==> src/design/tclr_cfg.svh <==
// offsets, field positions and reset values of the cache lock registers
`ifndef TCLR_CFG_SVH
`define TCLR_CFG_SVH

// register word offsets on the 32-bit register port (byte addresses)
`define TCLR_OFS_OP_LO   8'h00
`define TCLR_OFS_OP_HI   8'h04
`define TCLR_OFS_ST_LO   8'h08
`define TCLR_OFS_ST_HI   8'h0c
`define TCLR_OFS_CFG     8'h10
`define TCLR_OFS_PIDR2   8'h14

// operation register fields, 64-bit positions
`define TCLR_OP_TYPE     63:60
`define TCLR_OP_DEV      51:32
`define TCLR_OP_EVT      15:0

// status register fields, 64-bit positions
`define TCLR_ST_CMP      63
`define TCLR_ST_PASS     62
`define TCLR_ST_PROG     61
`define TCLR_ST_LOCKED   48
`define TCLR_ST_TGT      44:32
`define TCLR_ST_PID      15:0

// configuration register fields
`define TCLR_CFG_EVT_IDX 31:28
`define TCLR_CFG_DEV_IDX 27:24
`define TCLR_CFG_COL_IDX 23:20
`define TCLR_CFG_ECC     18
`define TCLR_CFG_LOCK    17
`define TCLR_CFG_MSI64   16
`define TCLR_CFG_TGT     15:12
`define TCLR_CFG_CRED    11:8
`define TCLR_CFG_ID      7:0

// identification register fields
`define TCLR_PID_ARCH    7:4
`define TCLR_PID_STD     3
`define TCLR_PID_MFR     2:0

// reset values
`define TCLR_RST_W64     64'h0000_0000_0000_0000
`define TCLR_RST_W32     32'h0000_0000

`endif

==> src/design/tclr_pkg.sv <==
// types shared by the cache lock register bank
package tclr_pkg;

	// operation codes of the operation-type field
	typedef enum logic [3:0] {
		TCLR_OP_TRACK   = 4'h0,
		TCLR_OP_TRIAL   = 4'h1,
		TCLR_OP_LOCK    = 4'h2,
		TCLR_OP_UNLOCK  = 4'h3,
		TCLR_OP_ABORT   = 4'h4,
		TCLR_OP_UNL_ALL = 4'h8
	} tclr_op_t;

	// request handed to the translation engine
	typedef struct packed {
		logic [3:0]  op;
		logic [19:0] dev;
		logic [15:0] evt;
	} tclr_req_t;

	// answer returned by the translation engine
	typedef struct packed {
		logic        pass;
		logic        locked;
		logic [12:0] target;
		logic [15:0] physical_interrupt_number;
	} tclr_resp_t;

	typedef enum logic {
		TCLR_IDLE = 1'b0,
		TCLR_WAIT = 1'b1
	} tclr_state_t;

endpackage

==> src/design/tclr_regs.sv <==
// cache lock operation, status, configuration and identification registers
//
// Added by the designer: the register offsets and the plain strobed port.
`timescale 1ns/10ps
`default_nettype none

`include "tclr_cfg.svh"

module tclr_regs #(
	parameter logic [3:0] EVT_IDX_BITS = 4'h6,
	parameter logic [3:0] DEV_IDX_BITS = 4'h5,
	parameter logic [3:0] COL_IDX_BITS = 4'h4,
	parameter logic       CACHE_ECC    = 1'b1,
	parameter logic       LOCK_SUPPORT = 1'b1,
	parameter logic       MSI64_EN     = 1'b0,
	parameter logic [3:0] TARGET_BITS  = 4'hd,
	parameter logic [3:0] CREDITS      = 4'h8,
	parameter logic [3:0] ARCH_VERSION = 4'h1, // value arbitrary
	parameter logic [2:0] MFR_CODE_HI  = 3'h2  // value arbitrary
) (
	input  wire logic                i_clk,
	input  wire logic                i_reset,
	input  wire logic [7:0]          i_addr,
	input  wire logic [31:0]         i_wdata,
	input  wire logic                i_wr,
	input  wire logic                i_rd,
	output logic      [31:0]         o_rdata,
	input  wire logic [7:0]          i_block_identifier_tieoff,
	output logic                     o_eng_req,
	output tclr_pkg::tclr_req_t      o_eng_cmd,
	input  wire logic                i_eng_done,
	input  wire tclr_pkg::tclr_resp_t i_eng_resp
);
	import tclr_pkg::*;

	// ============================================================
	// tie-off synchroniser
	// ============================================================
	logic [7:0] id_meta_r;
	logic [7:0] id_sync_r;

	// the tie-off is a pin, so two flops before anything reads it
	always_ff @(posedge i_clk) begin
		if (i_reset) begin
			id_meta_r <= 8'h00;
			id_sync_r <= 8'h00;
		end else begin
			id_meta_r <= i_block_identifier_tieoff;
			id_sync_r <= id_meta_r;
		end
	end

	// ============================================================
	// operation register
	// ============================================================
	tclr_req_t   op_r;
	tclr_state_t state_r;
	logic        wr_lo;
	logic        wr_hi;
	logic [3:0]  wr_type;
	logic        type_ok;
	logic [63:0] wr_w64;

	assign wr_lo   = i_wr && (i_addr == `TCLR_OFS_OP_LO) && (state_r == TCLR_IDLE);
	assign wr_hi   = i_wr && (i_addr == `TCLR_OFS_OP_HI) && (state_r == TCLR_IDLE);
	assign wr_w64  = {i_wdata, i_wdata};
	assign wr_type = wr_w64[`TCLR_OP_TYPE];

	// only six codes start work; the rest are reserved
	always_comb begin
		unique case (wr_type)
			TCLR_OP_TRACK, TCLR_OP_TRIAL, TCLR_OP_LOCK,
			TCLR_OP_UNLOCK, TCLR_OP_ABORT, TCLR_OP_UNL_ALL: type_ok = 1'b1;
			default: type_ok = 1'b0;
		endcase
	end

	// low word loads the event number, high word loads type and device and
	// launches if the code is valid; writes while busy are dropped so a running request is stable
	always_ff @(posedge i_clk) begin
		if (i_reset) begin
			op_r <= '0;
		end else begin
			if (wr_lo) begin
				op_r.evt <= wr_w64[`TCLR_OP_EVT];
			end
			if (wr_hi) begin
				op_r.op  <= wr_type;
				op_r.dev <= wr_w64[`TCLR_OP_DEV];
			end
		end
	end

	// ============================================================
	// request sequencer
	// ============================================================
	logic cmp_r;
	logic pass_r;
	logic prog_r;
	logic start;
	logic is_result_op;

	assign start        = wr_hi && type_ok;
	assign is_result_op = (op_r.op == TCLR_OP_TRIAL) || (op_r.op == TCLR_OP_LOCK);

	// idle until a valid launch, wait until the engine answers
	always_ff @(posedge i_clk) begin
		if (i_reset) begin
			state_r <= TCLR_IDLE;
		end else begin
			unique case (state_r)
				TCLR_IDLE: begin
					if (start) begin
						state_r <= TCLR_WAIT;
					end
				end
				TCLR_WAIT: begin
					if (i_eng_done) begin
						state_r <= TCLR_IDLE;
					end
				end
			endcase
		end
	end

	// one-cycle request to the engine with the full command
	always_ff @(posedge i_clk) begin
		if (i_reset) begin
			o_eng_req <= 1'b0;
			o_eng_cmd <= '0;
		end else begin
			o_eng_req <= start;
			if (start) begin
				o_eng_cmd.op  <= wr_type;
				o_eng_cmd.dev <= wr_w64[`TCLR_OP_DEV];
				o_eng_cmd.evt <= op_r.evt;
			end
		end
	end

	// progress flags; a reserved code finishes at once as a failure
	always_ff @(posedge i_clk) begin
		if (i_reset) begin
			cmp_r  <= 1'b0;
			pass_r <= 1'b0;
			prog_r <= 1'b0;
		end else if (start) begin
			cmp_r  <= 1'b0;
			pass_r <= 1'b0;
			prog_r <= 1'b1;
		end else if (wr_hi) begin
			cmp_r  <= 1'b1;
			pass_r <= 1'b0;
			prog_r <= 1'b0;
		end else if (prog_r && i_eng_done) begin
			cmp_r  <= 1'b1;
			pass_r <= i_eng_resp.pass;
			prog_r <= 1'b0;
		end
	end

	// ============================================================
	// result fields
	// ============================================================
	logic        locked_r;
	logic [12:0] tgt_r;
	logic [15:0] pid_r;

	// results only carry meaning for trial and lock, so other ops clear them
	always_ff @(posedge i_clk) begin
		if (i_reset) begin
			locked_r <= 1'b0;
			tgt_r    <= 13'h0000;
			pid_r    <= 16'h0000;
		end else if (start) begin
			locked_r <= 1'b0;
			tgt_r    <= 13'h0000;
			pid_r    <= 16'h0000;
		end else if (prog_r && i_eng_done && is_result_op) begin
			locked_r <= i_eng_resp.locked;
			tgt_r    <= i_eng_resp.target;
			pid_r    <= i_eng_resp.physical_interrupt_number;
		end
	end

	// ============================================================
	// read path
	// ============================================================
	logic [63:0] op_w64;
	logic [63:0] st_w64;
	logic [31:0] cfg_w32;
	logic [31:0] pid_w32;
	logic [31:0] rd_nxt;

	// reserved fields stay zero by construction
	always_comb begin
		op_w64                 = `TCLR_RST_W64;
		op_w64[`TCLR_OP_TYPE]  = op_r.op;
		op_w64[`TCLR_OP_DEV]   = op_r.dev;
		op_w64[`TCLR_OP_EVT]   = op_r.evt;
		st_w64                 = `TCLR_RST_W64;
		st_w64[`TCLR_ST_CMP]    = cmp_r;
		st_w64[`TCLR_ST_PASS]   = pass_r;
		st_w64[`TCLR_ST_PROG]   = prog_r;
		st_w64[`TCLR_ST_LOCKED] = locked_r;
		st_w64[`TCLR_ST_TGT]    = tgt_r;
		st_w64[`TCLR_ST_PID]    = pid_r;
	end

	// build constants and the identifier tie-off
	always_comb begin
		cfg_w32                    = `TCLR_RST_W32;
		cfg_w32[`TCLR_CFG_EVT_IDX] = EVT_IDX_BITS;
		cfg_w32[`TCLR_CFG_DEV_IDX] = DEV_IDX_BITS;
		cfg_w32[`TCLR_CFG_COL_IDX] = COL_IDX_BITS;
		cfg_w32[`TCLR_CFG_ECC]     = CACHE_ECC;
		cfg_w32[`TCLR_CFG_LOCK]    = LOCK_SUPPORT;
		cfg_w32[`TCLR_CFG_MSI64]   = MSI64_EN;
		cfg_w32[`TCLR_CFG_TGT]     = TARGET_BITS;
		cfg_w32[`TCLR_CFG_CRED]    = CREDITS - 4'h1;
		cfg_w32[`TCLR_CFG_ID]      = id_sync_r;
		pid_w32                    = `TCLR_RST_W32;
		pid_w32[`TCLR_PID_ARCH]    = ARCH_VERSION;
		pid_w32[`TCLR_PID_STD]     = 1'b1;
		pid_w32[`TCLR_PID_MFR]     = MFR_CODE_HI;
	end

	// address decode; unmapped addresses read zero
	always_comb begin
		unique case (i_addr)
			`TCLR_OFS_OP_LO: rd_nxt = op_w64[31:0];
			`TCLR_OFS_OP_HI: rd_nxt = op_w64[63:32];
			`TCLR_OFS_ST_LO: rd_nxt = st_w64[31:0];
			`TCLR_OFS_ST_HI: rd_nxt = st_w64[63:32];
			`TCLR_OFS_CFG:   rd_nxt = cfg_w32;
			`TCLR_OFS_PIDR2: rd_nxt = pid_w32;
			default:         rd_nxt = `TCLR_RST_W32;
		endcase
	end

	// data stands only in the cycle after the strobe, zero otherwise
	always_ff @(posedge i_clk) begin
		if (i_reset) begin
			o_rdata <= `TCLR_RST_W32;
		end else if (i_rd) begin
			o_rdata <= rd_nxt;
		end else begin
			o_rdata <= `TCLR_RST_W32;
		end
	end
endmodule

`default_nettype wire

==> config.mk <==
export PLATFORM = sky130hd
export DESIGN_NAME = tclr_regs
export DESIGN_NICKNAME = d
export VERILOG_FILES = /design/src/design/tclr_pkg.sv /design/src/design/tclr_regs.sv
export VERILOG_INCLUDE_DIRS = /design/src /design/src/design
export SDC_FILE = /design/constraint.sdc
export NUM_CORES = 1
export LEC_CHECK = 0
export BUFFER_PORTS_ARGS = -buffer_cell sky130_fd_sc_hd__buf_2
export CAP_MARGIN = 30
export CORE_MARGIN = 3
export CORE_UTILIZATION = 40
export CTS_BUF_LIST = sky130_fd_sc_hd__clkbuf_2
export DETAILED_ROUTE_END_ITERATION = 10
export GPL_ROUTABILITY_DRIVEN = 1
export GPL_TIMING_DRIVEN = 1
export SLEW_MARGIN = 20
export SYNTH_ARGS = -nofsm -noshare
export SYNTH_HDL_FRONTEND = slang
export SYNTH_SLANG_ARGS = --single-unit
==> constraint.sdc <==
create_clock -name i_clk -period 2 [get_ports i_clk]
set_input_delay 0.1 -clock i_clk [delete_from_list [all_inputs] [get_ports i_clk]]
set_output_delay 0.1 -clock i_clk [all_outputs]
set_load 0.01 [all_outputs]
==> results of run 1 <==
==> sequential cells by signal, summed over array words and instances, names as in the netlist <==
signal,cells
op_r,40
o_rdata,25
tgt_r,13
cmp_r,1
pid_r,16
prog_r,1
id_meta_r,8
locked_r,1
o_eng_cmd,40
state_r,1
o_eng_req,1
id_sync_r,8
pass_r,1
==> critical path, delay by kind of cell <==
kind,cells,cell delay [ns]
AOI/OAI and AO/OA,2,0.24
buffers and inverters,4,1.72
and+or+nand+nor,2,0.45
==> cells in the mapped netlist, drive strengths merged <==
cell type  count
a211oi         1
a21oi        105
a22oi         11
a32oi          2
and3           3
and4           1
and4bb         1
buf           27
clkbuf        28
conb           1
dfxtp        156
inv            3
mux2           9
mux2i         23
mux4           4
nand2        195
nand2b         1
nand3          7
nand3b         1
nor2          38
nor2b         20
nor3           4
nor3b          2
nor4           3
nor4b          3
o2111a         1
o2111ai        1
o211ai         3
o21a           6
o21ai          5
o21bai         1
o22a           2
o22ai          1
o2bb2ai        5
or4            2
xnor2          1
==> per-stage QoR <==
stage / instance area (um^2) / setup WS [ns]
2_1_floorplan: 5917 / 0.5219
3_3_place_gp: 6802 / 0.2052
3_5_place_dp: 6802 / 0.1494
4_1_cts: 7899 / 0.04127
5_1_grt: 7908 / 0.007037
6_report: 7908 / 0.07170
==> placed cells by master (no fill, tap or decap), types with 4 or more instances in the layout <==
master,count
sky130_fd_sc_hd__o21ai_0,5
sky130_fd_sc_hd__clkinvlp_4,4
sky130_fd_sc_hd__mux4_2,4
sky130_fd_sc_hd__o2bb2ai_1,5
sky130_fd_sc_hd__nand3_1,5
sky130_fd_sc_hd__a22oi_1,11
sky130_fd_sc_hd__nor2b_1,20
sky130_fd_sc_hd__mux2i_1,23
sky130_fd_sc_hd__clkbuf_2,20
sky130_fd_sc_hd__dfxtp_1,156
sky130_fd_sc_hd__buf_2,142
sky130_fd_sc_hd__dlygate4sd3_1,85
sky130_fd_sc_hd__conb_1,5
sky130_fd_sc_hd__o21a_1,6
sky130_fd_sc_hd__buf_4,22
sky130_fd_sc_hd__nand2_1,195
sky130_fd_sc_hd__mux2_2,9
sky130_fd_sc_hd__nor2_1,37
sky130_fd_sc_hd__a21oi_1,105
==> report_power, final <==
part | total, mW | switching (mW) | internal [mW]
Combinational | 0.409 | 0.198 | 0.211
Clock | 1.78 | 1.08 | 0.700
Sequential | 3.14 | 0.00445 | 3.13
==> routing by layer <==
layer  GRT usage  wire, um
met1      0.2883      8092
met2      0.3369      7863
met3     0.05268      1298
met4     0.06625       266
met5           0         0
==> repair_timing <==
action / in CTS / in global routing
gates resized for setup: 0 / 1
hold buffers: 85 / 0
endpoints found under the hold margin: 137 / 0
setup endpoints to repair: 0 / 4
==> final cells by class <==
| type | instances | area [um^2] |
|---|---|---|
| clock buffer | 20 | 100.1 |
| clock inverter | 11 | 146.4 |
| fill | 1324 | 6242 |
| inverter | 3 | 11.26 |
| multi-input combinational | 467 | 2555 |
| sequential | 156 | 3123 |
| tap | 180 | 225.2 |
| timing repair buffer | 250 | 1747 |
==> how the worst min path moves through the flow <==
stage | startpoint | endpoint | slack (ns) | depth (start not counted)
final | i_eng_resp[22] | tgt_r[6] | 0.14 | 4
after global routing | i_eng_resp[5] | pid_r[5] | 0.09 | 4
after CTS | i_eng_resp[21] | tgt_r[5] | 0.1 | 4
after detailed placement | i_block_identifier_tieoff[2] | id_meta_r[2] | 0.32 | 2
after global placement | i_block_identifier_tieoff[2] | id_meta_r[2] | 0.31 | 2
after floorplan | i_block_identifier_tieoff[0] | id_meta_r[0] | 0.23 | 1
==> cells by family after synthesis <==
| logic type | share of synthesized area |
|---|---|
| compound gates | 0.1391 |
| simple gates | 0.2116 |
| other cells | 0.0006354 |
| xor+xnor | 0.001484 |
| flops | 0.5292 |
| mux | 0.07144 |
| buf+inv | 0.04664 |
==> flow_summary_export.csv, run 1 <==
group,metric,value,unit
status,run_status,"completed",
route,vias_per_cell,5.069,
setup_path,crit_start,"i_addr[7]",
yosys,synth-seq-area-share,0.5291,
route,drt.antenna.violating_nets,0,
route,num_vias,5510,
floorplanning,io_pins,157,
clocking,clk_transition_reported_paths,0.21,ns
yosys,area_share_of_the_leading_cell_type_in_the_synthesized_netlist,0.5291,
pwr,ir_drop,0.3437,mV
sta,grt_setup_unrepaired,"false",
sta,finalHoldViolCount,0,
floorplanning,die_area,16250,um^2
setup_path,worstSetupPathType,"input pin to flop",
global_route,number_of_global_route_vias_before_repair,5339,
global_route,gr-usage-all-layers,0.2131,
clocking,htreeDepth,4,
setup_path,r2r.worst_path.cells,6,
floorplanning,die_w,127.5,um
setup_path,path_cells,"dlygate4sd3_1 -> buf_2 -> nor4_4 -> dlygate4sd3_1 -> nand2_1 -> o21bai_2 -> buf_4 -> a21oi_1",
clocking,max_root_sink_buffers,2,
setup_path,max_stage_delay,0.62,ns
pwr,power.leakage,3.229,nW
layout,finalCoreUtilization,0.5588,
floorplanning,area_of_the_core,14150,um^2
clocking,cts_buffers,17,
global_route,grt_max_degree,59,
sta,hold_ws,0.1374,ns
layout,synthToLayoutAreaGrowth,33.98,%
clocking,latest_clock_arrival_within_the_worst_skew_pair,0.73,ns
floorplanning,start_util,0.4171,
floorplanning,chipHeight,127.5,um
setup_path,critical-path-slowest-cell,"sky130_fd_sc_hd__dlygate4sd3_1",
floorplanning,cell_row_count,43,
yosys,yosysWarningCount,0,
route,totalWireLength,17520,um
sta,timing.final.crit_period,1.928,ns
setup_path,critical_path.reg2reg.endpoint,"op_r[37]",
placement,dp.final_hpwl,12030,um
yosys,leading_cell_types_by_total_area_after_synthesis,"sky130_fd_sc_hd__dfxtp_1 53%, sky130_fd_sc_hd__nand2_1 12%, sky130_fd_sc_hd__a21oi_1 8.9%",
yosys,post_synth_instance_area,5902,um^2
clocking,post_cts_buffers,0,
layout,final_cell_count_no_fill,1087,
layout,finalNetCount,979,
sta,finalMaxSlewViolations,0,
pwr,p_total,5.327,mW
setup_path,timing.critical_path.to,"tgt_r[12]",
route,wl_per_cell,16.12,um
flow_run,drv_cap,0,
sta,timing.setup.tns,0,ns
placement,port_buffers,143,
clocking,cts_tree,"yes",
yosys,postSynthCellCount,677,
yosys,post_synth_num_cell_types,45,
global_route,grt_overflow,0,
pwr,power.density,673.6,nW/um^2
layout,diode_insertion_count_for_antenna_repair,0,
min_path,holdCritPathClass,"input pin to flop",
setup_path,worst-endpoint-arrival,2.53,ns
placement,dp_cells,971,
setup_path,cpMostUsedCell,"sky130_fd_sc_hd__dlygate4sd3_1",
route,drt_first_pass_iters,5,
route,drt_first_iter_violations,476,
layout,proportion_of_layout_cells_with_a_drive_suffix_above_1,0.2426,
route,drc,0,
sta,timing_worst_slew_pin_value,0.6152,ns
setup_path,crit_fanout,31,
sta,finalCritPeriodShare,0.9641,
placement,finalWeightedCongestion,0.8088,
yosys,per_instance_average_area_after_synthesis,8.718,um^2
clocking,cts-root-buf,"sky130_fd_sc_hd__clkbuf_2",
sta,worst_slew_margin_rel,0.5898,
sta,timing.clock.skew,0.03720,ns
sta,setup_viol_count_final,0,
setup_path,crit_required,2.60,ns
yosys,synth_largest_area_cell,"sky130_fd_sc_hd__dfxtp_1",
clocking,tritoncts_num_sinks,156,
sta,fmaxAchievable,518.6,MHz
setup_path,worstReg2RegStart,"state_r",
global_route,grt_antenna_before_repair,0,
setup_path,setup.worst_path.end_class,"flop",
yosys,yosys_register_bits,156,
setup_path,rrSetupSlack,0.08,ns
global_route,grt_first_pass_wirelength,27330,um
setup_path,worst_setup_path_start_kind,"input pin",
No activity file was read; power rests on OpenSTA's default activity.
==> run 2, diff against run 1 <==
==> constraint.sdc (replaced) <==
create_clock -name i_clk -period 2.2 [get_ports i_clk]
set_input_delay 0.11 -clock i_clk [delete_from_list [all_inputs] [get_ports i_clk]]
set_output_delay 0.11 -clock i_clk [all_outputs]
set_load 0.01 [all_outputs]
==> run 2 against run 1 <==
Worst hold slack gained 0.0032 ns. Final area fell by 1.0%. Sequential cell count unchanged. Combinational power down 10%. Non-clock buffer count shrank 6. Clock-buffer cell count decreased by 3. Highest routed layer unchanged. Die area is the same. Sequential power is 9.2% lower. Wire length shrank 1.3%. Sequential share of layout area is 0.40 points higher. Via count fell by 1.7%. Clock power is 16% lower.
==> flow_summary_export.csv, run 2 (synthesized netlist as in run 1, its figures left out) <==
group,metric,value,unit
route,drt_first_iter_violations,499,
sta,finalCritPeriodShare,0.9608,
setup_path,worstSetupPathType,"input pin to flop",
sta,timing.final.crit_period,2.114,ns
layout,synthToLayoutAreaGrowth,32.63,%
setup_path,path_cells,"dlygate4sd3_1 -> buf_2 -> nor2b_2 -> buf_4 -> dlygate4sd3_1 -> o2111ai_4 -> dlygate4sd3_1 -> a21oi_1",
route,drt_first_pass_iters,7,
global_route,grt_max_degree,75,
pwr,power.density,600.8,nW/um^2
setup_path,crit_fanout,5,
sta,finalHoldViolCount,0,
route,num_vias,5419,
setup_path,critical-path-slowest-cell,"sky130_fd_sc_hd__dlygate4sd3_1",
flow_run,drv_cap,0,
setup_path,max_stage_delay,0.68,ns
pwr,ir_drop,0.3266,mV
sta,grt_setup_unrepaired,"false",
clocking,post_cts_buffers,0,
floorplanning,io_pins,157,
placement,port_buffers,143,
floorplanning,die_area,16250,um^2
floorplanning,die_w,127.5,um
setup_path,setup.worst_path.end_class,"flop",
clocking,cts_tree,"yes",
clocking,cts-root-buf,"sky130_fd_sc_hd__clkbuf_2",
min_path,holdCritPathClass,"input pin to flop",
route,totalWireLength,17290,um
placement,dp.final_hpwl,11530,um
route,drc,0,
layout,layout_commonest_cell,"sky130_fd_sc_hd__nand2_1",
sta,timing_worst_slew_pin_value,0.7275,ns
pwr,power.leakage,3.186,nW
global_route,grt_antenna_before_repair,1,
sta,timing.setup.tns,0,ns
route,vias_per_cell,5.008,
floorplanning,chipHeight,127.5,um
route,wl_per_cell,15.98,um
global_route,grt_overflow,0,
route,drt.antenna.violating_nets,0,
clocking,cts_buffers,17,
layout,finalNetCount,973,
clocking,clk_transition_reported_paths,0.22,ns
pwr,p_total,4.703,mW
sta,finalMaxSlewViolations,0,
global_route,grt_first_pass_wirelength,27140,um
global_route,gr-usage-all-layers,0.2113,
layout,reg.largest.list,"o_eng_cmd: 40 flops, op_r: 40 flops, o_rdata: 25 flops",
clocking,latest_clock_arrival_within_the_worst_skew_pair,0.73,ns
floorplanning,area_of_the_core,14150,um^2
layout,proportion_of_layout_cells_with_a_drive_suffix_above_1,0.2353,
status,run_status,"completed",
sta,timing.clock.skew,0.03199,ns
sta,setup_viol_count_final,0,
placement,finalWeightedCongestion,0.8318,
clocking,tritoncts_num_sinks,156,
global_route,number_of_global_route_vias_before_repair,5248,
floorplanning,start_util,0.4171,
clocking,htreeDepth,4,
setup_path,cpMostUsedCell,"sky130_fd_sc_hd__dlygate4sd3_1",
sta,fmaxAchievable,473.1,MHz
sta,worst_slew_margin_rel,0.5150,
clocking,max_root_sink_buffers,2,
setup_path,worst-endpoint-arrival,2.77,ns
layout,layout.cells.most_common_list,"195 x sky130_fd_sc_hd__nand2_1, 156 x sky130_fd_sc_hd__dfxtp_1, 142 x sky130_fd_sc_hd__buf_2, 105 x sky130_fd_sc_hd__a21oi_1, 85 x sky130_fd_sc_hd__dlygate4sd3_1",
setup_path,crit_required,2.86,ns
setup_path,worst_setup_path_start_kind,"input pin",
floorplanning,cell_row_count,43,
==> run 2: per-layer routing <==
metal | part of all wire | GRT usage | vias to the layer above
li1 | - | - | 2681
met3 | 0.069 | 0.05435 | 23
met2 | 0.44 | 0.3221 | 202
met5 | 0 | 0 | -
met1 | 0.48 | 0.2944 | 2513
met4 | 0.013 | 0.06625 | 0
==> run 2: what timing repair did <==
action	in CTS	in global routing
endpoints found under the setup margin	0	2
resized for setup	0	1
hold buffers	85	0
endpoints found under the hold margin	137	0
==> run 2: area by class of cell <==
class                      count  area, um^2
antenna                        1       2.502
inverter                       3       11.26
timing repair buffer         244        1702
tap                          180       225.2
multi-input combinational    467        2549
clock inverter                14       130.1
sequential                   156        3123
clock buffer                  17       85.08
fill                        1294        6322
==> run 2: stage by stage <==
step | hold WS (ns) | cells | worst slack, ns | cell area [um^2] | util
2_1_floorplan | 0.2382 | 681 | 0.7219 | 5917 | -
3_3_place_gp | 0.3238 | 965 | 0.3843 | 6756 | 0.4775
3_5_place_dp | 0.3282 | 965 | 0.2901 | 6756 | 0.4775
4_1_cts | 0.07595 | 1081 | 0.05533 | 7823 | 0.5528
5_1_grt | 0.08684 | 1082 | 0.03398 | 7828 | 0.5532
6_report | 0.1406 | 1082 | 0.08614 | 7828 | 0.5532
==> run 2: worst paths after layout <==
kind,start,to,slack (ns),depth (start not counted)
min,i_eng_resp[6],pid_r[6],0.14,4
min reg2reg,id_meta_r[2],id_sync_r[2],0.45,1
max,i_addr[3],prog_r,0.09,8
max reg2reg,state_r,op_r[34],0.11,6
==> run 2: critical path: cells and delay by family <==
kind	cells	cell delay (ns)
buf+inv	5	2.18
compound gates	2	0.29
simple gates	1	0.20
==> run 2: report_power, final <==
part           internal (mW)  leakage [nW]  switching (mW)
Clock                  0.494         0.126           0.992
Sequential              2.85          1.26         0.00400
Combinational          0.187          1.80           0.180
Total                   3.53          3.19            1.18
